$ cat src/drb_defines.svh
`ifndef DRB_DEFINES_SVH
`define DRB_DEFINES_SVH

// one-hot codes of the output stage modes
`define DRB_MODE_BYPASS 4'h1
`define DRB_MODE_SDR    4'h2
`define DRB_MODE_DDR    4'h4
`define DRB_MODE_GEAR   4'h8

// last fast-clock slot of one fabric period
`define DRB_LAST_DDR    2'h1
`define DRB_LAST_GEAR   2'h3

// first slot of a fabric period, where capture results appear
`define DRB_SLOT_FIRST  2'h0
// second slot of a fabric period
`define DRB_SLOT_SECOND 2'h1

// reset values
`define DRB_RST_BIT     1'h0
`define DRB_RST_CNT     2'h0
`define DRB_RST_GEAR    4'h0

`endif

$ cat src/drb_pkg.sv
`include "drb_defines.svh"

package drb_pkg;

    // output stage mode, one-hot
    typedef enum logic [3:0] {
        MODE_BYPASS = `DRB_MODE_BYPASS,
        MODE_SDR    = `DRB_MODE_SDR,
        MODE_DDR    = `DRB_MODE_DDR,
        MODE_GEAR   = `DRB_MODE_GEAR
    } drb_mode_t;

    // all state of the output register block
    typedef struct packed {
        drb_mode_t   mode;     // mode taken at the last capture edge
        logic        latch;    // sdr element acts as a latch
        logic [1:0]  cnt;      // fast-clock slot inside the fabric period
        logic        strobe;   // fabric capture enable, high in the last slot
        logic        sdr;      // sdr storage element
        logic        neg_cap;  // captured first fabric data
        logic        pos_cap;  // captured second fabric data
        logic        pos_hold; // second value held for the following slot
        logic [3:0]  gear;     // four gearbox streams
        logic        pad;      // pad output data
    } drb_state_t;

endpackage
$ cat src/drb_output_block.sv
`timescale 1ns/1ps
`include "drb_defines.svh"

// Overview of operation
// - optional register stage before pad buffer
// - sdr registers plus extra latch for ddr
// - sdr: first data through one element
// - sdr element is flip-flop or latch
// - ddr: capture both inputs on capture edge
// - ddr: second value held next cycle
// - selector sends both values each period
// - gearbox accepts four parallel streams
module drb_output_block
    import drb_pkg::*;
(
    input  wire logic clock_i,             // fast clock, 200 MHz
    input  wire logic rst_b_i,             // synchronous reset, active low
    input  wire logic bypass_i,            // register stage left out
    input  wire logic ddr_mode_i,          // double data rate selected
    input  wire logic gearbox_mode_i,      // four-stream gearbox selected
    input  wire logic latch_mode_i,        // sdr element acts as a latch
    input  wire logic first_fabric_data_i, // first data from fabric
    input  wire logic second_fabric_data_i,// second data from fabric
    input  wire logic gearbox_stream_a0_i, // gearbox stream, slot 0
    input  wire logic gearbox_stream_a1_i, // gearbox stream, slot 1
    input  wire logic gearbox_stream_b0_i, // gearbox stream, slot 2
    input  wire logic gearbox_stream_b1_i, // gearbox stream, slot 3
    output logic      pad_output_data_o,   // data towards the pad buffer
    output logic      fabric_strobe_o      // fabric data taken at next edge
);

    drb_state_t st_ff;   // registered state
    drb_state_t nxt_st;  // next state
    logic [1:0] last;    // last slot of the current period
    logic [1:0] nxt_last;// last slot of the next period
    logic       cap;     // capture edge of the fabric rate
    drb_mode_t  sel_mode;// mode requested by the mode inputs

    // mode decode: bypass wins, then gearbox, then ddr, else sdr
    always_comb begin
        if (bypass_i) begin
            sel_mode = MODE_BYPASS;
        end else if (gearbox_mode_i) begin
            sel_mode = MODE_GEAR;
        end else if (ddr_mode_i) begin
            sel_mode = MODE_DDR;
        end else begin
            sel_mode = MODE_SDR;
        end
    end

    // next-state logic for the whole block
    always_comb begin
        nxt_st = st_ff;
        // gearbox needs four slots per fabric period, others two
        last = (st_ff.mode == MODE_GEAR) ? `DRB_LAST_GEAR : `DRB_LAST_DDR;
        cap  = (st_ff.cnt == last);
        if (cap) begin
            // modes change only on a period boundary so a period never mixes modes
            nxt_st.cnt     = `DRB_SLOT_FIRST;
            nxt_st.mode    = sel_mode;
            nxt_st.latch   = latch_mode_i;
            nxt_st.neg_cap = first_fabric_data_i;
            nxt_st.pos_cap = second_fabric_data_i;
            // borrowed capture registers take the four streams together
            nxt_st.gear    = {gearbox_stream_b1_i, gearbox_stream_b0_i,
                              gearbox_stream_a1_i, gearbox_stream_a0_i};
            if (!latch_mode_i) begin
                nxt_st.sdr = first_fabric_data_i;  // flip-flop samples on the edge
            end
        end else begin
            nxt_st.cnt = st_ff.cnt + 2'h1;
        end
        // latch is transparent through the first slot, opaque otherwise
        if (st_ff.latch && (st_ff.cnt == `DRB_SLOT_FIRST)) begin
            nxt_st.sdr = first_fabric_data_i;
        end
        // extra latch: hold the second value over the following slot
        if (st_ff.cnt == `DRB_SLOT_FIRST) begin
            nxt_st.pos_hold = st_ff.pos_cap;
        end
        // strobe is registered so the fabric sees a clean enable
        nxt_last      = (nxt_st.mode == MODE_GEAR) ? `DRB_LAST_GEAR : `DRB_LAST_DDR;
        nxt_st.strobe = (nxt_st.cnt == nxt_last);
        // output selector, switched by the mode and, in ddr and gearbox, by the slot counter
        case (st_ff.mode)
            MODE_BYPASS: begin
                nxt_st.pad = first_fabric_data_i;  // stage left out, one pipeline flop only
            end
            MODE_SDR: begin
                nxt_st.pad = st_ff.sdr;
            end
            MODE_DDR: begin
                // first value in slot 0, held second value in slot 1
                nxt_st.pad = (st_ff.cnt == `DRB_SLOT_FIRST) ? st_ff.neg_cap
                                                            : st_ff.pos_hold;
            end
            MODE_GEAR: begin
                nxt_st.pad = st_ff.gear[st_ff.cnt];
            end
            default: begin
                nxt_st.pad = `DRB_RST_BIT;
            end
        endcase
    end

    // state register with synchronous reset
    always_ff @(posedge clock_i) begin
        if (!rst_b_i) begin
            st_ff <= '{mode: MODE_SDR, latch: `DRB_RST_BIT, cnt: `DRB_RST_CNT,
                       strobe: `DRB_RST_BIT, sdr: `DRB_RST_BIT, neg_cap: `DRB_RST_BIT,
                       pos_cap: `DRB_RST_BIT, pos_hold: `DRB_RST_BIT,
                       gear: `DRB_RST_GEAR, pad: `DRB_RST_BIT};
        end else begin
            st_ff <= nxt_st;
        end
    end

    // outputs come straight from the state flops
    assign pad_output_data_o = st_ff.pad;
    assign fabric_strobe_o   = st_ff.strobe;

    // bypass: pad follows first data one cycle later
    bypass_path_a: assert property (@(posedge clock_i) disable iff (!rst_b_i)
        (st_ff.mode == MODE_BYPASS) |=> (pad_output_data_o == $past(first_fabric_data_i)))
        else $error("bypass path does not follow first data");

    // sdr flip-flop: value taken at the capture edge reaches the pad
    sdr_flop_a: assert property (@(posedge clock_i) disable iff (!rst_b_i)
        // only right after a real capture: the first slot after reset holds the reset value
        (st_ff.mode == MODE_SDR && !st_ff.latch && st_ff.cnt == `DRB_SLOT_FIRST && $past(st_ff.strobe))
        |=> (pad_output_data_o == $past(first_fabric_data_i, 2)))
        else $error("sdr flip-flop output wrong");

    // sdr latch: value at the end of the open slot reaches the pad
    sdr_latch_a: assert property (@(posedge clock_i) disable iff (!rst_b_i)
        (st_ff.mode == MODE_SDR && st_ff.latch && st_ff.cnt == `DRB_SLOT_SECOND)
        |=> (pad_output_data_o == $past(first_fabric_data_i, 2)))
        else $error("sdr latch output wrong");

    // ddr: both inputs captured together
    ddr_capture_a: assert property (@(posedge clock_i) disable iff (!rst_b_i)
        (st_ff.mode == MODE_DDR && st_ff.cnt == `DRB_SLOT_FIRST)
        |-> (st_ff.neg_cap == $past(first_fabric_data_i))
            && (st_ff.pos_cap == $past(second_fabric_data_i)))
        else $error("ddr capture registers wrong");

    // ddr: held copy of second data in the following slot
    ddr_hold_a: assert property (@(posedge clock_i) disable iff (!rst_b_i)
        (st_ff.mode == MODE_DDR && st_ff.cnt == `DRB_SLOT_SECOND)
        |-> (st_ff.pos_hold == $past(second_fabric_data_i, 2)))
        else $error("ddr hold latch wrong");

    // ddr: first value on the pad in the first output slot
    ddr_first_a: assert property (@(posedge clock_i) disable iff (!rst_b_i)
        (st_ff.mode == MODE_DDR && st_ff.cnt == `DRB_SLOT_FIRST)
        |=> (pad_output_data_o == $past(first_fabric_data_i, 2)))
        else $error("ddr first value missing on pad");

    // ddr: second value follows in the next output slot
    ddr_second_a: assert property (@(posedge clock_i) disable iff (!rst_b_i)
        (st_ff.mode == MODE_DDR && st_ff.cnt == `DRB_SLOT_FIRST)
        |=> ##1 (pad_output_data_o == $past(second_fabric_data_i, 3)))
        else $error("ddr second value missing on pad");

    // gearbox: four streams leave in order a0, a1, b0, b1
    gear_order_a: assert property (@(posedge clock_i) disable iff (!rst_b_i)
        (st_ff.mode == MODE_GEAR && st_ff.cnt == `DRB_SLOT_FIRST)
        |=> (pad_output_data_o == $past(gearbox_stream_a0_i, 2))
            ##1 (pad_output_data_o == $past(gearbox_stream_a1_i, 3))
            ##1 (pad_output_data_o == $past(gearbox_stream_b0_i, 4))
            ##1 (pad_output_data_o == $past(gearbox_stream_b1_i, 5)))
        else $error("gearbox stream order wrong");

    // strobe is a single-cycle pulse; a wider one would let the fabric
    // advance twice within one period and lose a data word
    strobe_pulse_a: assert property (@(posedge clock_i) disable iff (!rst_b_i)
        fabric_strobe_o |=> !fabric_strobe_o)
        else $error("fabric strobe wider than one cycle");

    // two-slot modes: the next capture edge comes one slot after the first slot
    // so both captured values leave within one fabric period
    short_period_a: assert property (@(posedge clock_i) disable iff (!rst_b_i)
        ($past(st_ff.strobe) && st_ff.mode != MODE_GEAR)
        |-> !st_ff.strobe ##1 st_ff.strobe)
        else $error("two-slot fabric period wrong");

    // gearbox: four slots per fabric period, strobe only in the last one
    // so each of the four streams gets exactly one pad slot
    gear_period_a: assert property (@(posedge clock_i) disable iff (!rst_b_i)
        ($past(st_ff.strobe) && st_ff.mode == MODE_GEAR)
        |-> !st_ff.strobe ##1 !st_ff.strobe ##1 !st_ff.strobe ##1 st_ff.strobe)
        else $error("gearbox fabric period wrong");

    // mode and latch selection move only on a capture edge; a change inside
    // a period would mix two selector patterns on the pad
    mode_hold_a: assert property (@(posedge clock_i) disable iff (!rst_b_i)
        !st_ff.strobe |=> ($stable(st_ff.mode) && $stable(st_ff.latch)))
        else $error("mode changed inside a fabric period");

    // gearbox: the borrowed registers take all four streams at the capture edge
    // together, so the pad order never depends on when the fabric settles
    gear_capture_a: assert property (@(posedge clock_i) disable iff (!rst_b_i)
        ($past(st_ff.strobe) && st_ff.mode == MODE_GEAR)
        |-> (st_ff.gear == {$past(gearbox_stream_b1_i), $past(gearbox_stream_b0_i),
                            $past(gearbox_stream_a1_i), $past(gearbox_stream_a0_i)}))
        else $error("gearbox capture registers wrong");

    // sdr flip-flop: the pad value stands for the whole fabric period
    // the latch variant is left out here, it opens in the first slot
    sdr_stand_a: assert property (@(posedge clock_i) disable iff (!rst_b_i)
        (st_ff.mode == MODE_SDR && !st_ff.latch && st_ff.cnt == `DRB_SLOT_SECOND)
        |=> $stable(pad_output_data_o))
        else $error("sdr pad value did not stand for the period");

    // reset: pad and strobe are quiet one edge after reset is seen
    // so the pad buffer never launches stale data after a restart
    pad_reset_a: assert property (@(posedge clock_i)
        !rst_b_i |=> (pad_output_data_o == `DRB_RST_BIT && fabric_strobe_o == `DRB_RST_BIT))
        else $error("outputs not cleared by reset");

endmodule

$ cat config.mk
export PLATFORM = sky130hd
export DESIGN_NAME = drb_output_block
export DESIGN_NICKNAME = d
export VERILOG_FILES = /design/src/drb_pkg.sv /design/src/drb_output_block.sv
export VERILOG_INCLUDE_DIRS = /design/src
export SDC_FILE = /design/constraint.sdc
export NUM_CORES = 1
export LEC_CHECK = 0
export ABC_AREA = 1
export BUFFER_PORTS_ARGS = -buffer_cell sky130_fd_sc_hd__buf_2
export CAP_MARGIN = 20
export CELL_PAD_IN_SITES_DETAIL_PLACEMENT = 1
export CELL_PAD_IN_SITES_GLOBAL_PLACEMENT = 1
export CORE_MARGIN = 1.5
export CORE_UTILIZATION = 40
export DETAILED_ROUTE_END_ITERATION = 8
export GPL_ROUTABILITY_DRIVEN = 0
export PLACE_DENSITY_LB_ADDON = 0.1
export SETUP_SLACK_MARGIN = 0.2
export SYNTH_ARGS = -nofsm -noshare
export SYNTH_HDL_FRONTEND = slang
export SYNTH_SLANG_ARGS = --single-unit
$ cat constraint.sdc
create_clock -name clock_i -period 2.15 [get_ports clock_i]
set_input_delay 0.5375 -clock clock_i [delete_from_list [all_inputs] [get_ports clock_i]]
set_output_delay 0.5375 -clock clock_i [all_outputs]
set_load 0.01 [all_outputs]
==> metrics.txt <==
# setup viols final=0; Final Non-Filler Cells=145; cts hold-fix bufs=0; Critical path origin=st_ff[15]; Placed Cells=approximately 140; setup ws final=about 0.64 ns; total power=between 600 and 700 uW; top-level I/O count=14; total negative setup slack=0 ns; WL/cell=between 10 and 15 um; critical-path cell list=nor2_2 > nand2_2 > nand2_4 > nand3_4 > nand2_1 > nand2_1 > nor2_1 > nand2_1 > nor2_1 > nor2_1; YS warnings=0; Post-Layout Inst Area=about 890 um^2; CTS sink count=17; Startpoint Class=register; Tot GR Track Use=0.1961; worst setup path category=register to register; # port buffers=13; FF+latch count, synth=17; drt pass-1 iters=4; fmax=around 660 MHz; routed wire length=1.847 mm; Tmin final=approximately 1.5 ns; dpl cell area=just under 900 um^2; Clock power frac=0.259; WP data required=between 2 and 2.5 ns; Die Area=approximately 2200 um^2; Mean Syn Cell Area=approximately 7.4 um^2; Worst VDD drop=between 0.0003 and 0.0004 V; clock transition at the registers of the reported paths=approximately 0.1 ns; Starting Density=0.4421; NumNets Final=between 100 and 150; Vias=about 730; number of global-route vias before repair=between 700 and 800; crit path max-delay cell type=dfxtp_1; outcome=finished, final reports clean; CTS Buf Count=3; hold wc startpoint=st_ff[6]; clk root buf=clkbuf_4; endpoints failing hold=0; Pins Over Slew Limit=0; crit-path max cell delay=0.37 ns; Cell variety after synth=26; pin count of the biggest net entering global routing=14; Slew HR=0.7716; reg2reg start=st_ff[15]; n_diodes=0; Overflow after GRT=0; sequential area share after synthesis=0.4317; post-CTS setup buffer count=0; Detailed Place HPWL=~1.5 mm; Vias/cell=about 5.1; Setup crit end kind=register; row cnt=15; Core ar.=1783 um^2; share of layout cells above drive strength 1=0.2167; Worst Hold Class=register to register; Mapped Area=just under 800 um^2; initial antenna violation count=0; post-route DRC violation count=0; MaxCap Viol Count=0; PostCTS Resize Cnt=0; P_sw=between 200 and 250 uW; LEAKAGE=between 0.4 and 0.5 nW; pwr dens=between 700 and 800 nW/um^2; ANT nets after route=0; Layout Area Growth over Synthesis=13.02%; Die Span X=~47 um; sw frac=0.3025; Gate Count Post-Synth=106; Tcrit/Tclk final=0.7046; CTS tree=yes; CTS max path bufs=2; first-pass GRT wire length=between 3 and 4 mm; unrepaired setup endpoints after global routing=false; clock skew=roughly 0.0030 ns; CTS HTree Levels=1; clock network latency to the later pin of the worst-skew pair=between 0.2 and 0.3 ns; Pint=463.3 uW; Reg power frac=0.547; Comb power frac=0.194; Least-Margin Pin Slew=~0.34 ns; die height=~47 um; DRT iter0 DRCs=5; Max Fanout on Critical Path=13; DP Worst Slack=about 0.63 ns; Crit path arrival time=1.71 ns; Mapped Nets=approximately 120
-- final timing paths --
check                         end  slack (ns)  cells past startpoint
hold reg to reg          st_ff[5]        0.47                      2
hold / removal           st_ff[5]        0.47                      2
setup / recovery  fabric_strobe_o        0.64                     10
setup reg to reg  fabric_strobe_o        0.64                     10
-- logic make-up after synthesis --
group / Yosys count / share of synthesized area
AND/OR/NAND/NOR: 56 / 0.3524
flip-flops: 17 / 0.4318
buffers and inverters: 13 / 0.07301
AO/OA/AOI/OAI: 19 / 0.1270
adder cells (fa/ha/maj): 1 / 0.01587
-- layout make-up --
class / count / area, um^2
inverters: 10 / 37.54
well taps: 25 / 31.28
repair buffers: 13 / 65.06
fillers: 243 / 892.1
flip-flops and latches: 17 / 340.3
clock buffers: 4 / 26.28
multi-input cells: 76 / 390.4
-- critical path, delay by kind of cell, from the launching register on --
family	cells	cell delay, ns
DFF	1	0.37
and+or+nand+nor	10	1.06
-- placed cells by master, fill, tap and decap left out, types with 2 or more instances in the layout --
cell       n
nand2_2    2
a21oi_1    5
nand4_1    5
inv_1      7
o21ai_0    8
dfxtp_1   17
nand2_1   17
buf_2     13
inv_2      3
nor2_1    21
clkbuf_4   3
nand3_1    3
o21ai_1    3
-- flip-flops by register name, indices dropped and copies added, names as in the netlist --
register	count
pad_output_data_o	1
st_ff	15
fabric_strobe_o	1
-- metrics by stage --
step | utilization | hold slack [ns]
3_3_place_gp | 0.4849 | 0.4574
4_1_cts | 0.4996 | 0.4787
6_report | 0.4996 | 0.4677
3_5_place_dp | 0.4849 | 0.4643
5_1_grt | 0.4996 | 0.5006
2_1_floorplan | - | 0.4367
-- power groups by stage --
stage | logic [mW] | clock network (mW) | registers (mW)
finish | 0.129 | 0.172 | 0.363
detailed placement | 0.130 | 0 | 0.371
global route | 0.149 | 0.191 | 0.367
CTS | 0.131 | 0.180 | 0.364
global placement | 0.123 | 0 | 0.370
floorplan | 0.0977 | 0 | 0.365
-- synth_stat cells, drive strengths merged --
library cell | n | area, um^2
buf | 2 | 16.26
o21ai | 11 | 55.05
ha | 1 | 12.51
clkbuf | 1 | 3.750
nand3 | 5 | 42.54
nand2 | 20 | 87.58
a21oi | 5 | 25.02
inv | 10 | 37.54
nor3b | 1 | 7.510
nor3 | 1 | 5.000
a31oi | 1 | 6.260
nor2 | 23 | 96.35
nand3b | 1 | 7.510
o22ai | 1 | 6.260
o31ai | 1 | 7.510
dfxtp | 17 | 340.3
nand4 | 5 | 31.28
-- layer usage --
layer	share of wire	track usage
met1	0.46	0.2345
met4	0.0076	0.06667
met5	0	0
met2	0.51	0.3486
met3	0.023	0.03462
(Power assumes the default switching activity.)
